`config.mk`:
```
export PLATFORM = sky130hd
export DESIGN_NAME = ebt_unit
export DESIGN_NICKNAME = d
export VERILOG_FILES = /design/src/core/ebt_pkg.sv /design/src/core/ebt_buf_if.sv /design/src/core/ebt_skid.sv /design/src/core/ebt_unit.sv
export SDC_FILE = /design/constraint.sdc
export NUM_CORES = 1
export LEC_CHECK = 0
export BUFFER_PORTS_ARGS = -buffer_cell sky130_fd_sc_hd__buf_2
export CAP_MARGIN = 20
export CORE_MARGIN = 2
export CORE_UTILIZATION = 59
export DETAILED_ROUTE_END_ITERATION = 10
export GPL_TIMING_DRIVEN = 0
export PLACE_DENSITY_LB_ADDON = 0.25
export SYNTH_ARGS = -nofsm -noshare
export SYNTH_HDL_FRONTEND = slang
export SYNTH_HIERARCHICAL = 1
export SYNTH_SLANG_ARGS = --single-unit
```
`constraint.sdc`:
```
create_clock -name I_SYS_CLK -period 7.9 [get_ports I_SYS_CLK]
set_clock_uncertainty 0.2 [all_clocks]
set_input_delay 0.395 -clock I_SYS_CLK [delete_from_list [all_inputs] [get_ports I_SYS_CLK]]
set_output_delay 0.395 -clock I_SYS_CLK [all_outputs]
set_load 0.02 [all_outputs]
```
`src/core/ebt_pkg.sv`:
```
/*
 * Shared constants and types for the emulator break and trace-frame unit.
 * Assumes a single 100 MHz clock and host-side software that drives the control ports.
 */
package ebt_pkg;
   localparam int CLK_PERIOD_NS = 10;
   localparam int NUM_BP = 10;
   localparam int ADDR_W = 16;
   localparam int DATA_W = 8;
   localparam int MISC_W = 8;
   localparam int PORT_W = 8;
   localparam int FRAME_W = 48;
   localparam int TS_W = 16;
   localparam int LVL_W = 3;
   // Bits of the cycle-type select.
   localparam int SEL_FETCH = 0;
   localparam int SEL_READ = 1;
   localparam int SEL_WRITE = 2;
   // Bits of the go control register.
   localparam int GO_BP_EN = 0;
   localparam int GO_SYNC_EN = 1;
   localparam int GO_SYNC_AND = 2;
   // Strobe bits of port three.
   localparam int P3_RD_BIT = 7;
   localparam int P3_WR_BIT = 6;
   // Trace lag in fetch strobes and the timer over-run/pre-start figures.
   localparam int TRACE_LAG_FETCHES = 2;
   localparam int TIMER_OVERRUN_CYC = 3;
   localparam int TIMER_PRESTART_CYC = 2;
   localparam logic [TS_W-1:0] TS_RESET = 16'h0000;
   typedef enum logic [1:0] {EBT_CY_NONE, EBT_CY_FETCH, EBT_CY_READ, EBT_CY_WRITE} ebt_cycle_e;
   typedef enum logic [2:0] {EBT_SRC_NONE, EBT_SRC_ADDR, EBT_SRC_SYNC, EBT_SRC_TRACE,
                             EBT_SRC_STROBE, EBT_SRC_STOP} ebt_src_e;
   typedef struct packed {
      logic overflow;
      ebt_cycle_e cyc;
      logic first_fetch;
      logic [LVL_W-1:0] level;
      logic [3:0] sync_ext;
      logic [FRAME_W-1:0] frame;
      logic [TS_W-1:0] ts_abs;
      logic [TS_W-1:0] ts_rel;
   } ebt_rec_s;
endpackage

```
`src/core/ebt_buf_if.sv`:
```
/*
 * Valid/ready carrier for trace records between the unit and its buffer.
 * Assumes both ends share the system clock.
 */
interface ebt_buf_if;
   import ebt_pkg::*;
   logic valid;
   logic ready;
   ebt_rec_s data;
   modport src (output valid, output data, input ready);
   modport snk (input valid, input data, output ready);
endinterface

```
`src/core/ebt_skid.sv`:
```
/*
 * Two-entry buffer for trace records, so a stalled reader loses no record.
 * Assumes asynchronous active-low reset already released cleanly.
 */
module ebt_skid
   import ebt_pkg::*;
(
   input wire logic clk,
   input wire logic rst_n,
   ebt_buf_if.snk up,
   ebt_buf_if.src dn
);
   typedef struct packed {
      ebt_rec_s [1:0] ent;
      logic [1:0] cnt;
      logic rd;
      logic wr;
   } ebt_skid_s;
   ebt_skid_s st_q, st_d;
   logic push, pop;

   // The count never passes two, so ready reflects true free space.
   always_comb begin
      st_d = st_q;
      push = up.valid && (st_q.cnt != 2'h2);
      pop = (st_q.cnt != 2'h0) && dn.ready;
      if (push) begin
         st_d.ent[st_q.wr] = up.data;
         st_d.wr = ~st_q.wr;
      end
      if (pop) begin
         st_d.rd = ~st_q.rd;
      end
      st_d.cnt = st_q.cnt + {1'b0, push} - {1'b0, pop};
   end

   always_ff @(posedge clk or negedge rst_n) begin
      if (!rst_n) begin
         st_q <= '0;
      end else begin
         st_q <= st_d;
      end
   end

   assign up.ready = (st_q.cnt != 2'h2);
   assign dn.valid = (st_q.cnt != 2'h0);
   assign dn.data = st_q.ent[st_q.rd];

   AST_NO_OVERFILL: assert property (@(posedge clk) disable iff (!rst_n) st_q.cnt <= 2'h2)
      else $error("Buffer count exceeded two.");
endmodule

```
`src/core/ebt_unit.sv`:
```
/*
 * Break decision and trace-frame tagging for an in-circuit emulator.
 * Assumes the pod presents one bus cycle per i_cyc_vld pulse, synchronous to I_SYS_CLK,
 * and that host software drives the control ports between runs.
 */
// Overview of operation
// RULE1: Break on fetch, external read or external write address matches.
// RULE2: Ten breakpoint address registers, indices zero to nine.
// RULE3: Cycle-type select chooses which cycle kinds address compares apply to.
// RULE4: Address breaks act only once enabled by go control or start command.
// RULE5: Sync input zero breaks, with selectable polarity, alone or with breakpoints.
// RULE6: With trace-break enabled, a full 48-bit frame match raises a break.
// RULE7: Trace-triggered break lands one instruction late due to trace lag.
// RULE8: External pods break when read or write strobe bit is written zero.
// RULE9: Address-break instruction completes; stop lands at the next fetch.
// RULE10: Breakpoint memory cleared on go, line-run or explicit clear command; the code clears it only on the clear command.
// RULE11: Conditional breaks hand control to host, which tests and resumes.
// RULE12: Host stop request halts emulation immediately.
// RULE13: Each frame is classed fetch, read, write or none.
// RULE14: Timestamp overflow forces a stored frame marked overflow.
// RULE15: Each frame records interrupt level; zero is main program.
// RULE16: Frames record port one, port three, two sync and two external inputs.
// RULE17: Frames carry absolute and relative timestamps.
// RULE18: First-fetch flag set only on an instruction's first frame.
// RULE19: External pods: timers over-run after break and pre-start before resume; the code starts them on the same clock as the run.
// RULE20: Bond-out or internal-code pods show no timer over-run or pre-start.
// RULE21: Frame holds 16 address, 8 data, 8 misc, 8 port one, 8 port three bits.
// RULE22: Halting emulation also stops trace capture.
// RULE23: Stop is the OR of enabled sources; the cause is latched.
module ebt_unit
   import ebt_pkg::*;
#(
   parameter int NBP = NUM_BP
) (
   // Clock and reset.
   input wire logic I_SYS_CLK,
   input wire logic I_ARST_N,
   // Host control.
   input wire logic I_START,
   input wire logic I_STOP_REQ,
   input wire logic I_CLEAR_BREAKS_CMD,
   input wire logic I_CONDITIONAL_BREAK_CMD,
   input wire logic I_BP_WR,
   input wire logic [3:0] I_BP_IDX,
   input wire logic [ADDR_W-1:0] I_BP_ADDR,
   input wire logic [2:0] I_BP_CYCLE_TYPE_SELECT,
   input wire logic [2:0] I_GO_CONTROL_REG,
   input wire logic I_SYNC_POLARITY_SELECT,
   input wire logic I_TRACE_BREAK_ENABLE,
   input wire logic [FRAME_W-1:0] I_TRIG_VALUE,
   input wire logic I_EXT_POD,
   input wire logic I_TS_TIME_MODE,
   // Target bus cycle.
   input wire logic I_CYC_VLD,
   input wire logic [1:0] I_CYC_KIND,
   input wire logic [ADDR_W-1:0] I_ADDR,
   input wire logic [DATA_W-1:0] I_DATA,
   input wire logic [MISC_W-1:0] I_MISC,
   input wire logic [PORT_W-1:0] I_P1,
   input wire logic [PORT_W-1:0] I_P3,
   input wire logic [LVL_W-1:0] I_INT_LEVEL,
   input wire logic I_SYNC_IN_ZERO,
   input wire logic I_SYNC_IN_ONE,
   input wire logic I_EXT_INPUT_ZERO,
   input wire logic I_EXT_INPUT_ONE,
   // Trace record stream.
   input wire logic I_REC_READY,
   output logic O_REC_VALID,
   output ebt_rec_s O_REC_DATA,
   // Emulation status.
   output logic O_RUNNING,
   output logic O_BREAK,
   output ebt_src_e O_BREAK_CAUSE,
   output logic O_COND_BREAK,
   output logic O_TIMER_RUN,
   output logic O_TRACE_ON
);
   typedef enum logic [1:0] {EBT_IDLE, EBT_RUN, EBT_HALT} ebt_state_e;
   typedef struct packed {
      logic [1:0] rst_sync;
      ebt_state_e state;
      logic bp_armed;
      logic [NBP-1:0] bp_valid;
      logic addr_hit;
      logic [1:0] trace_lag;
      logic trace_pend;
      ebt_src_e cause;
      logic cond;
      logic cond_run;
      logic [2:0] tmr_cnt;
      logic tmr_run;
      logic [TS_W-1:0] ts_abs;
      logic [TS_W-1:0] ts_last;
      logic ovf;
      logic running;
      logic brk;
      logic trace_on;
   } ebt_unit_s;

   ebt_unit_s st_q, st_d;
   logic [ADDR_W-1:0] bp_mem [NBP];
   logic rst_n;
   logic [NBP-1:0] bp_match;
   logic cyc_sel, addr_src, sync_act, sync_src, trace_hit, strobe_low;
   logic [FRAME_W-1:0] frame;
   logic [TS_W-1:0] ts_next;
   ebt_rec_s rec;
   ebt_buf_if rec_in ();
   ebt_buf_if rec_out ();

   assign rst_n = st_q.rst_sync[1];

   // Breakpoint addresses; written whenever I_BP_WR is set with an index below NBP, in any state.
   always_ff @(posedge I_SYS_CLK) begin
      if (I_BP_WR && (I_BP_IDX < NBP[3:0])) begin
         bp_mem[I_BP_IDX] <= I_BP_ADDR; // RULE2
      end
   end

   // One comparator per breakpoint slot.
   for (genvar g = 0; g < NBP; g++) begin : g_cmp
      assign bp_match[g] = st_q.bp_valid[g] && (bp_mem[g] == I_ADDR); // RULE1
   end

   // Break-source decode.
   always_comb begin
      unique case (ebt_cycle_e'(I_CYC_KIND))
         EBT_CY_FETCH: cyc_sel = I_BP_CYCLE_TYPE_SELECT[SEL_FETCH]; // RULE3
         EBT_CY_READ: cyc_sel = I_BP_CYCLE_TYPE_SELECT[SEL_READ];
         EBT_CY_WRITE: cyc_sel = I_BP_CYCLE_TYPE_SELECT[SEL_WRITE];
         EBT_CY_NONE: cyc_sel = 1'b0;
      endcase
      addr_src = I_CYC_VLD && cyc_sel && st_q.bp_armed && (|bp_match); // RULE4
      sync_act = I_SYNC_IN_ZERO ^ ~I_SYNC_POLARITY_SELECT; // RULE5
      // AND mode needs both a sync level and a pending or same-cycle address hit.
      if (I_GO_CONTROL_REG[GO_SYNC_AND]) begin
         sync_src = sync_act && (st_q.addr_hit || addr_src); // RULE5
      end else begin
         sync_src = sync_act && I_GO_CONTROL_REG[GO_SYNC_EN];
      end
      strobe_low = I_EXT_POD && I_CYC_VLD && (!I_P3[P3_RD_BIT] || !I_P3[P3_WR_BIT]); // RULE8
      frame = {I_P3, I_P1, I_MISC, I_DATA, I_ADDR}; // RULE21
      trace_hit = I_TRACE_BREAK_ENABLE && I_CYC_VLD && (frame == I_TRIG_VALUE); // RULE6
   end

   // Trace record assembly; the abs and rel views are both carried.
   always_comb begin
      ts_next = st_q.ts_abs + 16'h0001;
      rec.frame = frame;
      rec.cyc = ebt_cycle_e'(I_CYC_KIND); // RULE13
      rec.first_fetch = (I_CYC_KIND == 2'(EBT_CY_FETCH)) && I_MISC[0]; // RULE18
      rec.level = I_INT_LEVEL; // RULE15
      rec.sync_ext = {I_SYNC_IN_ONE, I_SYNC_IN_ZERO, I_EXT_INPUT_ONE, I_EXT_INPUT_ZERO}; // RULE16
      rec.ts_abs = st_q.ts_abs; // RULE17
      rec.ts_rel = st_q.ts_abs - st_q.ts_last;
      rec.overflow = st_q.ovf; // RULE14
   end

   // A frame is offered for each valid cycle while capture runs; a pending overflow also offers one then.
   assign rec_in.valid = st_q.trace_on && (I_CYC_VLD || st_q.ovf); // RULE14
   assign rec_in.data = rec;
   assign rec_out.ready = I_REC_READY;

   ebt_skid u_skid (
      .clk(I_SYS_CLK),
      .rst_n(rst_n),
      .up(rec_in),
      .dn(rec_out)
   );

   // Next state of the whole unit.
   always_comb begin
      st_d = st_q;
      st_d.rst_sync = {st_q.rst_sync[0], 1'b1};
      // The timestamp counts cycles or, in time mode, every clock.
      if (st_q.running && (I_TS_TIME_MODE || I_CYC_VLD)) begin
         st_d.ts_abs = ts_next; // RULE17
         if (ts_next == TS_RESET) begin
            st_d.ovf = 1'b1; // RULE14
         end
      end
      if (rec_in.valid && rec_in.ready) begin
         st_d.ts_last = st_q.ts_abs;
         // A new overflow in the same cycle is kept pending, not lost.
         if (!(st_d.ts_abs == TS_RESET && st_d.ovf && st_q.ts_abs != TS_RESET)) begin
            st_d.ovf = 1'b0;
         end
      end
      // Timer over-run/pre-start counter; only external pods see it.
      if (st_q.tmr_cnt != 3'h0) begin
         st_d.tmr_cnt = st_q.tmr_cnt - 3'h1;
      end else begin
         st_d.tmr_run = st_q.running;
      end
      if (I_CLEAR_BREAKS_CMD) begin
         st_d.bp_valid = '0; // RULE10
      end
      if (I_BP_WR && (I_BP_IDX < NBP[3:0])) begin
         st_d.bp_valid[I_BP_IDX] = 1'b1;
      end
      unique case (st_q.state)
         EBT_IDLE, EBT_HALT: begin
            if (I_START) begin
               st_d.state = EBT_RUN;
               st_d.running = 1'b1;
               st_d.brk = 1'b0;
               st_d.trace_on = 1'b1;
               st_d.cause = EBT_SRC_NONE;
               // The mode is held until a break, so the flag rises together with the break itself.
               st_d.cond_run = I_CONDITIONAL_BREAK_CMD; // RULE11
               st_d.cond = 1'b0;
               st_d.bp_armed = I_GO_CONTROL_REG[GO_BP_EN]; // RULE4
               st_d.addr_hit = 1'b0;
               st_d.trace_lag = '0;
               st_d.trace_pend = 1'b0;
               if (!I_BP_WR) begin
                  st_d.bp_valid = st_q.bp_valid; // patterns loaded before start survive
               end
               // Timers start on the same clock as the run on external pods, one clock later otherwise.
               st_d.tmr_run = I_EXT_POD; // RULE19
               st_d.tmr_cnt = I_EXT_POD ? 3'(TIMER_PRESTART_CYC) : 3'h0; // RULE20
            end
         end
         EBT_RUN: begin
            if (addr_src) begin
               st_d.addr_hit = 1'b1;
            end
            if (trace_hit) begin
               st_d.trace_pend = 1'b1;
            end
            if (st_q.trace_pend && I_CYC_VLD && I_CYC_KIND == 2'(EBT_CY_FETCH)) begin
               st_d.trace_lag = st_q.trace_lag + 2'h1; // RULE7
            end
            // Priority: stop request, strobe, sync, trace, then address.
            if (I_STOP_REQ) begin
               st_d.cause = EBT_SRC_STOP; // RULE12
            end else if (strobe_low) begin
               st_d.cause = EBT_SRC_STROBE; // RULE8
            end else if (sync_src) begin
               st_d.cause = EBT_SRC_SYNC; // RULE5
            end else if (st_q.trace_pend && st_q.trace_lag == 2'(TRACE_LAG_FETCHES)) begin
               st_d.cause = EBT_SRC_TRACE; // RULE7
            end else if (st_q.addr_hit && I_CYC_VLD && I_CYC_KIND == 2'(EBT_CY_FETCH)
                         && !I_GO_CONTROL_REG[GO_SYNC_AND]) begin
               st_d.cause = EBT_SRC_ADDR; // RULE9
            end
            if (st_d.cause != EBT_SRC_NONE) begin
               st_d.state = EBT_HALT; // RULE23
               st_d.running = 1'b0;
               st_d.brk = 1'b1;
               st_d.cond = st_q.cond_run; // RULE11
               st_d.trace_on = 1'b0; // RULE22
               st_d.tmr_run = I_EXT_POD; // RULE19
               st_d.tmr_cnt = I_EXT_POD ? 3'(TIMER_OVERRUN_CYC) : 3'h0; // RULE20
            end
         end
      endcase
      if (I_START) begin
         st_d.bp_valid = I_CLEAR_BREAKS_CMD ? '0 : st_d.bp_valid; // RULE10
      end
   end

   always_ff @(posedge I_SYS_CLK or negedge I_ARST_N) begin
      if (!I_ARST_N) begin
         st_q <= '0;
      end else begin
         st_q <= st_d;
      end
   end

   // Outputs come from flip-flops or the buffer's registered entries.
   assign O_REC_VALID = rec_out.valid;
   assign O_REC_DATA = rec_out.data;
   assign O_RUNNING = st_q.running;
   assign O_BREAK = st_q.brk;
   assign O_BREAK_CAUSE = st_q.cause;
   assign O_COND_BREAK = st_q.cond; // RULE11
   assign O_TIMER_RUN = st_q.tmr_run;
   assign O_TRACE_ON = st_q.trace_on;

   // Break checks look one cycle after the deciding edge, when the cause register has settled.
   AST_STOP_HALTS: assert property (@(posedge I_SYS_CLK) disable iff (!rst_n) // RULE12
      (st_q.state == EBT_RUN && I_STOP_REQ) |=> (!O_RUNNING && O_BREAK_CAUSE == EBT_SRC_STOP))
      else $error("Stop request did not halt.");

   AST_HALT_STOPS_TRACE: assert property (@(posedge I_SYS_CLK) disable iff (!rst_n) // RULE22
      $fell(O_RUNNING) |-> !O_TRACE_ON)
      else $error("Trace still on after halt.");

   AST_UNARMED_NO_ADDR: assert property (@(posedge I_SYS_CLK) disable iff (!rst_n) // RULE4
      !st_q.bp_armed |-> !addr_src)
      else $error("Address break while unarmed.");

   AST_STROBE_BREAK: assert property (@(posedge I_SYS_CLK) disable iff (!rst_n) // RULE8
      (st_q.state == EBT_RUN && !I_STOP_REQ && strobe_low) |=> O_BREAK_CAUSE == EBT_SRC_STROBE)
      else $error("Strobe-low break missing.");

   AST_CAUSE_WITH_BREAK: assert property (@(posedge I_SYS_CLK) disable iff (!rst_n) // RULE23
      O_BREAK |-> O_BREAK_CAUSE != EBT_SRC_NONE)
      else $error("Break without latched cause.");

   AST_CLEAR_BP: assert property (@(posedge I_SYS_CLK) disable iff (!rst_n) // RULE10
      (I_CLEAR_BREAKS_CMD && !I_BP_WR) |=> st_q.bp_valid == '0)
      else $error("Breakpoints not cleared.");

   AST_NO_TMR_SKEW: assert property (@(posedge I_SYS_CLK) disable iff (!rst_n) // RULE20
      (!I_EXT_POD && $fell(st_q.running)) |-> ##1 !O_TIMER_RUN)
      else $error("Timer over-run on internal pod.");

   AST_OVF_OFFER: assert property (@(posedge I_SYS_CLK) disable iff (!rst_n) // RULE14
      (st_q.ovf && st_q.trace_on) |-> rec_in.valid && rec.overflow)
      else $error("Overflow frame not offered.");

   // Lower-priority causes: sync must win when nothing above it is active; trace and address breaks land at the right fetch.
   AST_SYNC_BREAK: assert property (@(posedge I_SYS_CLK) disable iff (!rst_n) // RULE5
      (st_q.state == EBT_RUN && !I_STOP_REQ && !strobe_low && sync_src) |=> O_BREAK_CAUSE == EBT_SRC_SYNC)
      else $error("Sync break missing.");

   AST_TRACE_LATE: assert property (@(posedge I_SYS_CLK) disable iff (!rst_n) // RULE7
      ($rose(O_BREAK) && O_BREAK_CAUSE == EBT_SRC_TRACE) |-> $past(st_q.trace_lag) == 2'(TRACE_LAG_FETCHES))
      else $error("Trace break not delayed by the fetch lag.");

   AST_ADDR_AFTER_FETCH: assert property (@(posedge I_SYS_CLK) disable iff (!rst_n) // RULE9
      ($rose(O_BREAK) && O_BREAK_CAUSE == EBT_SRC_ADDR)
      |-> ($past(st_q.addr_hit) && $past(I_CYC_KIND) == 2'(EBT_CY_FETCH)))
      else $error("Address break not at the following fetch.");

   // Run control, capture and timers.
   AST_START_ARMS: assert property (@(posedge I_SYS_CLK) disable iff (!rst_n) // RULE4
      (st_q.state != EBT_RUN && I_START) |=> st_q.bp_armed == $past(I_GO_CONTROL_REG[GO_BP_EN]))
      else $error("Breakpoint arming not taken at start.");

   AST_COND_ONLY_BREAK: assert property (@(posedge I_SYS_CLK) disable iff (!rst_n) // RULE11
      O_COND_BREAK |-> O_BREAK)
      else $error("Conditional flag without a break.");

   AST_NO_CAPTURE_HALTED: assert property (@(posedge I_SYS_CLK) disable iff (!rst_n) // RULE22
      (st_q.state != EBT_RUN) |-> !rec_in.valid)
      else $error("Frame offered while halted.");

   AST_TIMER_IDLE: assert property (@(posedge I_SYS_CLK) disable iff (!rst_n) // RULE20
      (!I_EXT_POD && !O_RUNNING && st_q.tmr_cnt == 3'h0) |=> !O_TIMER_RUN)
      else $error("Timer running while stopped on internal pod.");

   AST_OVF_SET: assert property (@(posedge I_SYS_CLK) disable iff (!rst_n) // RULE14
      (st_q.running && I_TS_TIME_MODE && st_q.ts_abs == '1) |=> st_q.ovf)
      else $error("Timestamp overflow not flagged.");

   // Main scenarios; a miss here points at a stimulus gap rather than a logic fault.
   COV_ADDR: cover property (@(posedge I_SYS_CLK) disable iff (!rst_n) O_BREAK_CAUSE == EBT_SRC_ADDR);
   COV_TRACE: cover property (@(posedge I_SYS_CLK) disable iff (!rst_n) O_BREAK_CAUSE == EBT_SRC_TRACE);
   COV_SYNC: cover property (@(posedge I_SYS_CLK) disable iff (!rst_n) O_BREAK_CAUSE == EBT_SRC_SYNC);
   COV_STROBE: cover property (@(posedge I_SYS_CLK) disable iff (!rst_n) O_BREAK_CAUSE == EBT_SRC_STROBE);
   COV_STALL: cover property (@(posedge I_SYS_CLK) disable iff (!rst_n) O_REC_VALID && !I_REC_READY);
endmodule

```
==> results of run 1 <==
==> kinds of logic (layout without fill, tap and decap cells) <==
family,Yosys count,after routing,share of synthesized area [%]
buffers and inverters,98,486,4.14
other,1,2,0.0187
DFF,408,408,54.8
muxes,292,292,19.7
and+or+nand+nor,240,240,6.19
AOI/OAI and AO/OA,83,83,2.98
adders and majority gates,23,23,1.47
xor gates and xnor gates,244,244,10.6
==> critical path: stages (launching register included) <==
cell and delay [ns]:
dfrtp_1 0.58, ha_1 0.32, nand3_1 0.12, nor4_1 0.76
nand3_1 0.28, nor2_1 0.18, xor2_1 0.11, or4_1 0.54
nor4_1 0.39, o22a_1 0.18
==> area by class of cell <==
type | instances | area [sq um] | area share, %
flip-flops and latches | 408 | 11000 | 45.8
well taps | 448 | 561 | 2.33
repair buffers | 312 | 1970 | 8.17
clock inverters | 12 | 118 | 0.489
diodes | 1 | 2.50 | 0.0104
inverters | 34 | 128 | 0.530
plain buffers | 64 | 703 | 2.92
multi-input cells | 883 | 8270 | 34.4
clock buffers | 64 | 1310 | 5.44
==> layer usage <==
layer / wire length, um / track usage, % / part of all wire (%)
met1: 21200 / 38.7 / 42
met3: 3030 / 4.21 / 5.9
met4: 1820 / 10.3 / 3.5
met5: 0 / 0 / 0
met2: 25100 / 48.9 / 49
==> power by group through the flow <==
stage | logic (mW) | clock network (mW) | registers, mW
after floorplan | 2.82 | 0 | 3.01
after global placement | 3.65 | 0 | 3.08
after detailed placement | 3.73 | 0 | 3.10
after CTS | 3.78 | 2.05 | 3.08
after global routing | 4.01 | 2.15 | 3.16
final | 3.79 | 2.03 | 3.09
==> sequential cells by signal (all words and copies together) (netlist names) <==
signal	flops
O_BREAK_CAUSE	3
O_COND_BREAK	1
O_RUNNING	1
O_TIMER_RUN	1
bp_mem	160
rec	17
rst_n	1
st_d	1
st_q	37
u_skid/st_q	186
==> Yosys cell counts (all sizes together), types with 20 or more instances <==
cell type  instances
dfrtp            248
xnor2            143
nor4              37
mux2             291
edfxtp           160
xor2             101
nand4             37
nor2              53
ha                22
o21ai             20
buf               53
nand2             48
inv               34
==> stage by stage <==
| stage | util [%] | setup slack, ns | total power [mW] |
|---|---|---|---|
| floorplan | - | 2.07 | 5.83 |
| global placement | 65.2 | 0.214 | 6.73 |
| detailed placement | 65.7 | 4.32 | 6.83 |
| CTS | 71.8 | 4.30 | 8.92 |
| global route | 71.8 | 3.90 | 9.32 |
| finish | 71.8 | 4.18 | 8.92 |
==> path summary, 6_finish.rpt <==
path,depth (start not counted),start,endpoint,slack [ns]
min reg2reg,0,st_d[63]$_DFF_PN0_,rst_n$_DFF_PN0_,0.15
max,9,rec[17]$_DFF_PN0_,rec[90]$_DFF_PN0_,4.18
min in group asynchronous,0,rst_n$_DFF_PN0_,u_skid/st_q[125]$_DFFE_PN0P_,0.20
min,2,I_P3[7],u_skid/st_q[83]$_DFFE_PN0P_,0.02
max in group asynchronous,2,rst_n$_DFF_PN0_,u_skid/st_q[72]$_DFFE_PN0P_,6.15
max reg2reg,9,rec[17]$_DFF_PN0_,rec[90]$_DFF_PN0_,4.18
==> key figures, run 1 <==
Power
  • Comb power frac: 42.5%
  • Cell-internal power: 5.87 mW
  • Pwr per Cell Area: 370 mW/mm^2
  • Seq pwr share: 34.7%
  • Clock Power Share: 22.8%
  • Pleak: 10.1 nW
  • Switching share of power: 34.1%
  • Switching power: 3.05 mW
  • Peak VDD IR: 0.223 mV

Run status
  • Status: complete, no violations

Floorplan
  • I/O pin count: 244
  • Rows: 67
  • Die area: 0.0355 sq mm
  • Starting Density: 59.9%
  • Die width: 189 um
  • Core area: 0.0335 sq mm
  • Die Y-Extent: 189 um

Worst setup path
  • Startpoint types: register
  • Endpoint type of the worst setup path: register
  • CP Class: register to register
  • CP required: 8.18 ns
  • CP arrival: 4.00 ns
  • CP Max Fanout: 10

Detailed routing
  • Routed Antenna Nets: 0
  • Wirelength, routed: 51.2 mm
  • DR iter-0 viols: 876
  • Avg WL per Cell: 23.0 um
  • DRC viols: 0
  • Vias per cell: 5.74
  • Via count: 12800
  • Drt first pass iters: 7

CTS
  • CTS sink cnt: 408
  • Skew-Pair Late Insertion Delay: 0.54 ns
  • CTS Buffer Depth: 3
  • Cts repair resizes: 0
  • Clock root buffer master: clkbuf_16
  • CTS tree: yes
  • TritonCTS buffer count: 44
  • Clk slew on worst S/H paths: 0.06 ns
  • H-tree depth: 2
  • Setup Fix Bufs, Post-CTS: 0
  • Post-CTS Hold Buffers: 60

STA
  • F_max: 269 MHz
  • Fin Hold WS: 0.0231 ns
  • RSZ-0062 raised after global routing: no
  • Pins Over Slew Limit: 0
  • Slew headroom: 32.8%
  • Tightest Pin Transition: 1.01 ns
  • Final period utilization: 47.1%
  • Post-route minimum period: 3.72 ns
  • Setup tns final: 0 ns
  • Setup violators final: 0
  • Final Hold Fails: 0

Final layout
  • # fillers: 2200
  • Share of cells above drive strength 1: 38.1%
  • Post-route cell area: 0.0241 sq mm
  • Commonest non-fill, non-tap cell in the layout: buf_2
  • Fin cells: 2226
  • Post-layout net count: 1914
  • Area Growth Syn to Fin: 19.9%
  • Most frequent cells in the layout: buf_2 (252), dfrtp_1 (247), mux2_4 (181)

Yosys
  • Synth top area cells: dfrtp_1 (31%), edfxtp_1 (24%), mux2_4 (14%)
  • Post-synth EDFFs: 160
  • Synth Flop Type: dfrtp_1
  • Synth area leader: dfrtp_1
  • Synthesized area per cell: 14.5 sq um
  • Synth Warn #: 6
  • Synth async-reset ratio: 60.8%
  • Seq cells post-synth: 408
  • Distinct cells, synth: 65
  • Synth Net Count: 1556
  • Post-synthesis instance total: 1389
  • Post-synthesis sequential area ratio: 54.8%
  • Share of the synthesized area in the top cell type: 30.9%
  • Post-Synthesis Cell Area: 0.0201 sq mm

GRT
  • Total grt overflow: 0
  • First-pass GRT wire length: 78.3 mm
  • Vias in the first global route: 13200
  • Tot GR Track Use: 29.0%
  • Initial antenna violation count: 1
  • Pin count of the biggest net entering global routing: 65

Place
  • Placed cell areas: 0.0220 sq mm
  • Placer Congestion: 0.894
  • Post-DP HPWL: 34.6 mm
  • IO buf count: 241
  • Placed Cells: 2088

Min path
  • Worst Hold Class: input pin to register

Run
  • Max cap viols: 0
Note: power is estimated with default switching activity, not from simulation.
==> run 2: changes to the inputs <==
--- a/config.mk
+++ b/config.mk
@@ -8,7 +8,7 @@
 export BUFFER_PORTS_ARGS = -buffer_cell sky130_fd_sc_hd__buf_2
 export CAP_MARGIN = 20
 export CORE_MARGIN = 2
-export CORE_UTILIZATION = 59
+export CORE_UTILIZATION = 53
 export DETAILED_ROUTE_END_ITERATION = 10
 export GPL_TIMING_DRIVEN = 0
 export PLACE_DENSITY_LB_ADDON = 0.25
==> constraint.sdc (replaced) <==
create_clock -name I_SYS_CLK -period 3 [get_ports I_SYS_CLK]
set_clock_uncertainty 0.2 [all_clocks]
set_input_delay 0.15 -clock I_SYS_CLK [delete_from_list [all_inputs] [get_ports I_SYS_CLK]]
set_output_delay 0.15 -clock I_SYS_CLK [all_outputs]
set_load 0.02 [all_outputs]
==> run 2 against run 1 <==
  * Clock power grew to 2.7 times the previous value
  * Highest routed layer is now met5
  * First-iteration DRC count shrank 31%
  * Sequential share of layout area shrank 1.6 points
  * Worst hold slack lost 0.014 ns
  * Critical path depth grew 3
  * Combinational power grew to 2.8 times the previous value
  * Flip-flop and latch count is the same
  * Non-clock buffer count grew 65
==> key figures, run 2 (synthesized netlist as in run 1, its figures left out) <==
Run status
  • Status: complete, no violations (unchanged)

Power
  • Pwr per Cell Area: 971 mW/mm^2 (was 370 mW/mm^2)
  • Comb power frac: 44.4% (was 42.5%)
  • Peak VDD IR: 0.512 mV (was 0.223 mV)
  • Clock Power Share: 22.2% (was 22.8%)
  • Switching share of power: 34.3% (was 34.1%)
  • Seq pwr share: 33.4% (was 34.7%)
  • Pleak: 10.5 nW (was 10.1 nW)
  • Cell-internal power: 15.9 mW (was 5.87 mW)
  • Switching power: 8.32 mW (was 3.05 mW)

GRT
  • Pin count of the biggest net entering global routing: 74 (was 65)
  • Tot GR Track Use: 26.8% (was 29.0%)
  • Busiest layer in global routing: met2 (unchanged)
  • Total grt overflow: 0 (unchanged)
  • Met2 Resource Use GR: 45.8% (was 48.9%)
  • Initial antenna violation count: 4 (was 1)
  • Vias in the first global route: 13300 (was 13200)
  • First-pass GRT wire length: 78.5 mm (was 78.3 mm)
  • Met3 Track Usage GR: 5.02% (was 4.21%)
  • GR met1 Demand/Resource: 34.3% (was 38.7%)

Floorplan
  • Die area: 0.0395 sq mm (was 0.0355 sq mm)
  • Core area: 0.0375 sq mm (was 0.0335 sq mm)
  • Rows: 71 (was 67)
  • Starting Density: 53.6% (was 59.9%)
  • I/O pin count: 244 (unchanged)
  • Die width: 199 um (was 189 um)
  • Die Y-Extent: 199 um (was 189 um)

CTS
  • CTS sink cnt: 408 (unchanged)
  • CTS Buffer Depth: 3 (unchanged)
  • H-tree depth: 2 (unchanged)
  • TritonCTS buffer count: 43 (was 44)
  • Clk slew on worst S/H paths: 0.06 ns (about the same)
  • Skew-Pair Late Insertion Delay: 0.57 ns (was 0.54 ns)
  • Clock root buffer master: clkbuf_16 (unchanged)
  • CTS tree: yes (unchanged)

Final layout
  • Reg with most FFs: u_skid/st_q (unchanged)
  • Core Util, Final: 66.5% (was 71.8%)
  • Post-layout net count: 1978 (was 1914)
  • FF/Latch Area: 0.0110 sq mm (about the same)
  • Most frequent cells in the layout: buf_2 (251), dfrtp_1 (245), mux2_4 (181) (was buf_2 (252), dfrtp_1 (247), mux2_4 (181))
  • Max reg flops: 186 (unchanged)
  • # fillers: 2708 (was 2200)
  • Share of cells above drive strength 1: 39.8% (was 38.1%)
  • Post-route cell area: 0.0249 sq mm (was 0.0241 sq mm)
  • Commonest non-fill, non-tap cell in the layout: buf_2 (unchanged)
  • Area of the multi-input gates: 0.00847 sq mm (was 0.00827 sq mm)
  • Largest regs: u_skid/st_q (186), bp_mem (160), st_q (37) (unchanged)
  • Area Growth Syn to Fin: 24.2% (was 19.9%)

Min path
  • Worst Hold Class: input pin to register (unchanged)
  • Hold Crit Depth: 6 (was 2)
  • Min-delay src: I_TRIG_VALUE[32] (was I_P3[7])
  • WHS Endpoint: st_q[45]$_DFFE_PN0P_ (was u_skid/st_q[83]$_DFFE_PN0P_)

Place
  • IO buf count: 241 (unchanged)
  • Placed cell areas: 0.0221 sq mm (was 0.0220 sq mm)
  • Placer Congestion: 0.833 (was 0.894)
  • Post-DP HPWL: 35.7 mm (was 34.6 mm)

Worst setup path
  • CP Max Fanout: 5 (was 10)
  • Critical path buffer and inverter count: 1 (was 0)
  • Crit path max-delay cell type: dfrtp_2 (was nor4_1)
  • CP delay by family, top: compound AO/OA/AOI/OAI gates (was simple AND/OR/NAND/NOR gates)
  • Cell Chain, Critical Path: ha_4 -> nor2b_4 -> o21ai_2 -> a21boi_2 -> nor4_4 -> nor4_4 -> o31ai_2 -> buf_4 -> o21bai_1 -> a21oi_1 -> xnor2_1 -> mux2_4 (was ha_1 -> nand3_1 -> nor4_1 -> nand3_1 -> nor2_1 -> xor2_1 -> or4_1 -> nor4_1 -> o22a_1)
  • Cell count of the worst reg-to-reg path: 12 (was 9)
  • Startpoint types: register (unchanged)
  • Critical R2R Capture: u_skid/st_q[108]$_DFFE_PN0P_ (was rec[90]$_DFF_PN0_)
  • Crit-path most repeated cell: nor4_4
  • CP Class: register to register (unchanged)
  • Worst path depth: 12 (was 9)
  • Endpoint type of the worst setup path: register (unchanged)
  • CP required: 3.25 ns (was 8.18 ns)
  • Reg-to-reg startpoint: rec[17]$_DFF_PN0_ (unchanged)
  • Largest stage delay, worst path: 0.45 ns (was 0.76 ns)
  • CP arrival: 3.22 ns (was 4.00 ns)
  • R2R Setup Slk: 0.03 ns (was 4.18 ns)

Detailed routing
  • Vias per cell: 5.41 (was 5.74)
  • Routed Antenna Nets: 0 (unchanged)
  • Wirelength, routed: 52.7 mm (was 51.2 mm)
  • DRC viols: 0 (unchanged)
  • Via count: 12800 (about the same)
  • Drt first pass iters: 4 (was 7)
  • Avg WL per Cell: 22.4 um (was 23.0 um)
  • DR iter-0 viols: 607 (was 876)

STA
  • Pins Over Slew Limit: 0 (unchanged)
  • RSZ-0062 raised after global routing: yes (was no)
  • Setup violators final: 0 (unchanged)
  • Final period utilization: 98.9% (was 47.1%)
  • Tightest Pin Transition: 0.951 ns (was 1.01 ns)
  • Final Hold Fails: 0 (unchanged)
  • Post-route minimum period: 2.97 ns (was 3.72 ns)
  • F_max: 337 MHz (was 269 MHz)
  • Slew headroom: 36.6% (was 32.8%)

Run
  • Max cap viols: 0 (unchanged)
-- run 2: changes by cell type in the layout (fill, tap and decap cells not counted), sizes merged --
cell,before,now
dlygate4sd3,61,102
buf,304,328
clkinvlp,0,2
clkinv,7,18
inv,37,36
clkbuf,75,64
bufinv,2,4
diode,1,2
-- run 2: worst max-delay path by stage --
stage                                    from                      endpoint  slack (ns)
after floorplan             rec[16]$_DFF_PN0_  u_skid/st_q[109]$_DFFE_PN0P_        0.08
after global placement              I_ADDR[1]            st_q[37]$_DFF_PN0_       -0.43
after detailed placement    rec[16]$_DFF_PN0_   u_skid/st_q[19]$_DFFE_PN0P_       -0.47
after CTS                 st_q[5]$_DFFE_PN0P_   u_skid/st_q[19]$_DFFE_PN0P_       0.002
after global routing        rec[16]$_DFF_PN0_  u_skid/st_q[108]$_DFFE_PN0P_        -0.1
final                       rec[17]$_DFF_PN0_  u_skid/st_q[108]$_DFFE_PN0P_        0.03
-- run 2: power groups by stage --
stage	Sequential [mW]	Combinational, mW	Clock (mW)
detailed placement	8.14	9.87	0
global route	8.25	11.4	5.68
global placement	8.11	9.68	0
floorplan	7.93	7.43	0
finish	8.09	10.7	5.39
CTS	8.05	10.4	5.48
-- run 2: layout make-up --
| class | instances | area share [%] |
|---|---|---|
| flip-flops and latches | 408 | 44.2 |
| multi-input cells | 883 | 34.0 |
| repair buffers | 378 | 10.3 |
| clock buffers | 53 | 4.67 |
| plain buffers | 63 | 2.81 |
| well taps | 511 | 2.56 |
| clock inverters | 26 | 1.02 |
| inverters | 34 | 0.512 |
| diodes | 2 | 0.0201 |
-- run 2: metrics by stage --
step / TNS [ns] / worst slack [ns] / std cells / hold WS (ns) / total power, mW
2_1_floorplan: 0 / 0.0828 / 1389 / -0.346 / 15.4
3_3_place_gp: -9.84 / -0.426 / 2141 / 0.131 / 17.8
3_5_place_dp: -5.87 / -0.465 / 2153 / 0.115 / 18.0
4_1_cts: 0 / 0.00244 / 2349 / 0.0335 / 24.0
5_1_grt: -0.360 / -0.0983 / 2357 / 0.0855 / 25.3
6_report: 0 / 0.0337 / 2358 / 0.00866 / 24.2
-- run 2: repair_timing --
action                     CTS  global route
setup endpoints to repair   21            20
gates resized for setup     14            24
pin swaps                    5            15
buffers inserted            15             8
hold buffers               102             0
hold endpoints to repair   444             0
-- run 2: worst min-delay path, stage by stage --
cell     delay, ns
buf_2         0.09
xnor2_1       0.06
nand4_1       0.15
nor4_1        0.08
a31oi_1       0.16
nor2_1        0.05
-- run 2: layer usage --
layer | up-vias | part of all wire, %
met5 | - | 0.025
met4 | 2 | 3.0
met3 | 93 | 5.8
met1 | 6463 | 41
li1 | 5817 | -
met2 | 379 | 50
==> run 3: changes to the inputs <==
--- a/config.mk
+++ b/config.mk
@@ -11,8 +11,10 @@
 export CORE_UTILIZATION = 53
 export DETAILED_ROUTE_END_ITERATION = 10
 export GPL_TIMING_DRIVEN = 0
+export MAX_ROUTING_LAYER = met4
 export PLACE_DENSITY_LB_ADDON = 0.25
 export SYNTH_ARGS = -nofsm -noshare
 export SYNTH_HDL_FRONTEND = slang
 export SYNTH_HIERARCHICAL = 1
 export SYNTH_SLANG_ARGS = --single-unit
+export TNS_END_PERCENT = 20
==> run 3 against run 2 <==
  * Utilization about the same
  * Fmax up 0.41%
  * Sequential power about the same
  * Register-to-register slack about the same
  * Non-clock buffer count down 1
  * Combinational power about the same
  * Cell area about the same
  * Total power up 0.11%
  * Wire length about the same
  * Worst hold slack better by 0.00076 ns
  * Largest cell class unchanged
  * Highest routed layer is now met4
==> key figures, run 3 (synthesized netlist as in run 1, its figures left out) <==
STA
  • Post-route minimum period: 2.95 ns (was 2.97 ns)
  • RSZ-0062 raised after global routing: yes (unchanged)
  • F_max: 339 MHz (was 337 MHz)
  • Pins Over Slew Limit: 0 (unchanged)
  • Slew headroom: 26.4% (was 36.6%)
  • Tightest Pin Transition: 1.09 ns (was 0.951 ns)
  • Setup violators final: 0 (unchanged)
  • Final period utilization: 98.5% (was 98.9%)
  • Final Hold Fails: 0 (unchanged)
  • Setup tns final: 0 ns (unchanged)
  • Fin Hold WS: 0.00943 ns (was 0.00866 ns)

Detailed routing
  • Avg WL per Cell: 22.4 um (about the same)
  • DR iter-0 viols: 602 (was 607)
  • Via count: 12800 (about the same)
  • Routed Antenna Nets: 0 (unchanged)
  • Drt first pass iters: 4 (unchanged)
  • Wirelength, routed: 52.7 mm (about the same)
  • DRC viols: 0 (unchanged)
  • Vias per cell: 5.42 (was 5.41)

Worst setup path
  • Startpoint types: register (unchanged)
  • Largest stage delay, worst path: 0.45 ns (about the same)
  • Endpoint type of the worst setup path: register (unchanged)
  • CP required: 3.26 ns (was 3.25 ns)
  • CP Max Fanout: 5 (unchanged)
  • CP Class: register to register (unchanged)
  • Reg-to-reg startpoint: rec[17]$_DFF_PN0_ (unchanged)
  • Crit-path most repeated cell: nor4_4 (unchanged)
  • Crit path max-delay cell type: dfrtp_2 (unchanged)
  • CP arrival: 3.21 ns (was 3.22 ns)
  • Cell Chain, Critical Path: ha_4 -> nor2b_4 -> o21ai_2 -> a21boi_2 -> nor4_4 -> nor4_4 -> o31ai_2 -> buf_4 -> o21bai_1 -> a21oi_1 -> xnor2_1 -> mux2_4 (unchanged)
  • Worst Setup SP: rec[17]$_DFF_PN0_ (unchanged)

Final layout
  • Post-layout net count: 1977 (was 1978)
  • Largest regs: u_skid/st_q (186), bp_mem (160), st_q (37) (unchanged)
  • Reg with most FFs: u_skid/st_q (unchanged)
  • Most frequent cells in the layout: buf_2 (252), dfrtp_1 (245), mux2_4 (181) (was buf_2 (251), dfrtp_1 (245), mux2_4 (181))
  • Share of cells above drive strength 1: 39.9% (was 39.8%)
  • Area Growth Syn to Fin: 24.2% (about the same)
  • Commonest non-fill, non-tap cell in the layout: buf_2 (unchanged)
  • Max reg flops: 186 (unchanged)

CTS
  • Clk slew on worst S/H paths: 0.06 ns (about the same)
  • Clock root buffer master: clkbuf_16 (unchanged)
  • CTS tree: yes (unchanged)
  • CTS sink cnt: 408 (unchanged)
  • Skew-Pair Late Insertion Delay: 0.57 ns (about the same)
  • CTS Buffer Depth: 3 (unchanged)
  • H-tree depth: 2 (unchanged)
  • TritonCTS buffer count: 43 (unchanged)

GRT
  • Total grt overflow: 0 (unchanged)
  • Initial antenna violation count: 3 (was 4)
  • Pin count of the biggest net entering global routing: 74 (unchanged)
  • First-pass GRT wire length: 78.6 mm (was 78.5 mm)
  • Vias in the first global route: 13200 (was 13300)
  • Tot GR Track Use: 27.6% (was 26.8%)

Min path
  • Min-delay src: I_TRIG_VALUE[32] (unchanged)
  • Worst Hold Class: input pin to register (unchanged)

Power
  • Peak VDD IR: 0.510 mV (was 0.512 mV)
  • Pwr per Cell Area: 972 mW/mm^2 (was 971 mW/mm^2)
  • Pleak: 10.5 nW (about the same)

Floorplan
  • I/O pin count: 244 (unchanged)
  • Starting Density: 53.6% (unchanged)
  • Die area: 0.0395 sq mm (unchanged)
  • Die Y-Extent: 199 um (unchanged)
  • Rows: 71 (unchanged)
  • Core area: 0.0375 sq mm (unchanged)
  • Die width: 199 um (unchanged)

Place
  • IO buf count: 241 (unchanged)
  • Placer Congestion: 0.846 (was 0.833)
  • Post-DP HPWL: 35.7 mm (unchanged)

Run
  • Max cap viols: 0 (unchanged)

Run status
  • Status: complete, no violations (unchanged)
## run 3: cell types whose count changed in the layout (fill, tap and decap cells not counted), sizes merged
| cell | delta |
|---|---|
| clkbuf | -1 |
## run 3: per-stage QoR
stage	instances	setup WS, ns	utilization, %	cell area [sq um]	power [mW]
6_report	2357	0.0459	66.5	24900	24.3
5_1_grt	2357	-0.0856	66.5	24900	25.4
4_1_cts	2349	0.00244	66.0	24700	24.0
3_5_place_dp	2153	-0.465	59.0	22100	18.0
3_3_place_gp	2141	-0.426	58.5	21900	17.8
2_1_floorplan	1389	0.0828	-	20100	15.4
## run 3: worst paths after layout
| check | to | slack [ns] | depth (start not counted) |
|---|---|---|---|
| max reg2reg | u_skid/st_q[17]$_DFFE_PN0P_ | 0.05 | 12 |
| min | st_q[45]$_DFFE_PN0P_ | 0.009 | 6 |
| max in group asynchronous | u_skid/st_q[163]$_DFFE_PN0P_ | 1.34 | 2 |
| min in group asynchronous | O_BREAK_CAUSE[1]$_DFFE_PN0P_ | 0.02 | 2 |
| min reg2reg | u_skid/st_q[110]$_DFFE_PN0P_ | 0.11 | 0 |
| max | u_skid/st_q[17]$_DFFE_PN0P_ | 0.05 | 12 |
## run 3: critical path, delay by kind of cell, from the launching register on
kind	cells	cell delay, ns
mux	1	0.26
fa+ha+maj	1	0.25
simple gates	3	0.56
flops	1	0.45
compound gates	5	0.82
buf+inv	1	0.18
xor+xnor	1	0.12
## run 3: timing repair
item	4_1_cts	5_1_grt
endpoints found under the setup margin	21	19
resized for setup	14	26
buffers inserted	15	7
hold endpoints to repair	444	0
hold buffers	102	0
pin swaps	5	17
## run 3: cell type report
cell class / count / area, sq um
Fill cell: 2710 / 12500
Sequential cell: 408 / 11000
Multi-Input combinational cell: 883 / 8480
Timing Repair Buffer: 377 / 2560
Clock buffer: 53 / 1160
Buffer: 63 / 699
Tap cell: 511 / 639
Clock inverter: 26 / 254
Inverter: 34 / 130
Antenna cell: 2 / 5.00
## run 3: per-layer routing
layer	track usage (%)	vias to the layer above	share of wire (%)
met5	-	-	0
met4	8.43	0	2.8
met3	4.71	94	5.8
met2	46.0	375	50
met1	34.5	6498	41
li1	-	5819	-
## run 3: power by group
group	internal, mW	total, mW	switching (mW)
Clock	3.12	5.39	2.26
Combinational	5.58	10.8	5.19
Sequential	7.22	8.10	0.880
Total	15.9	24.3	8.33
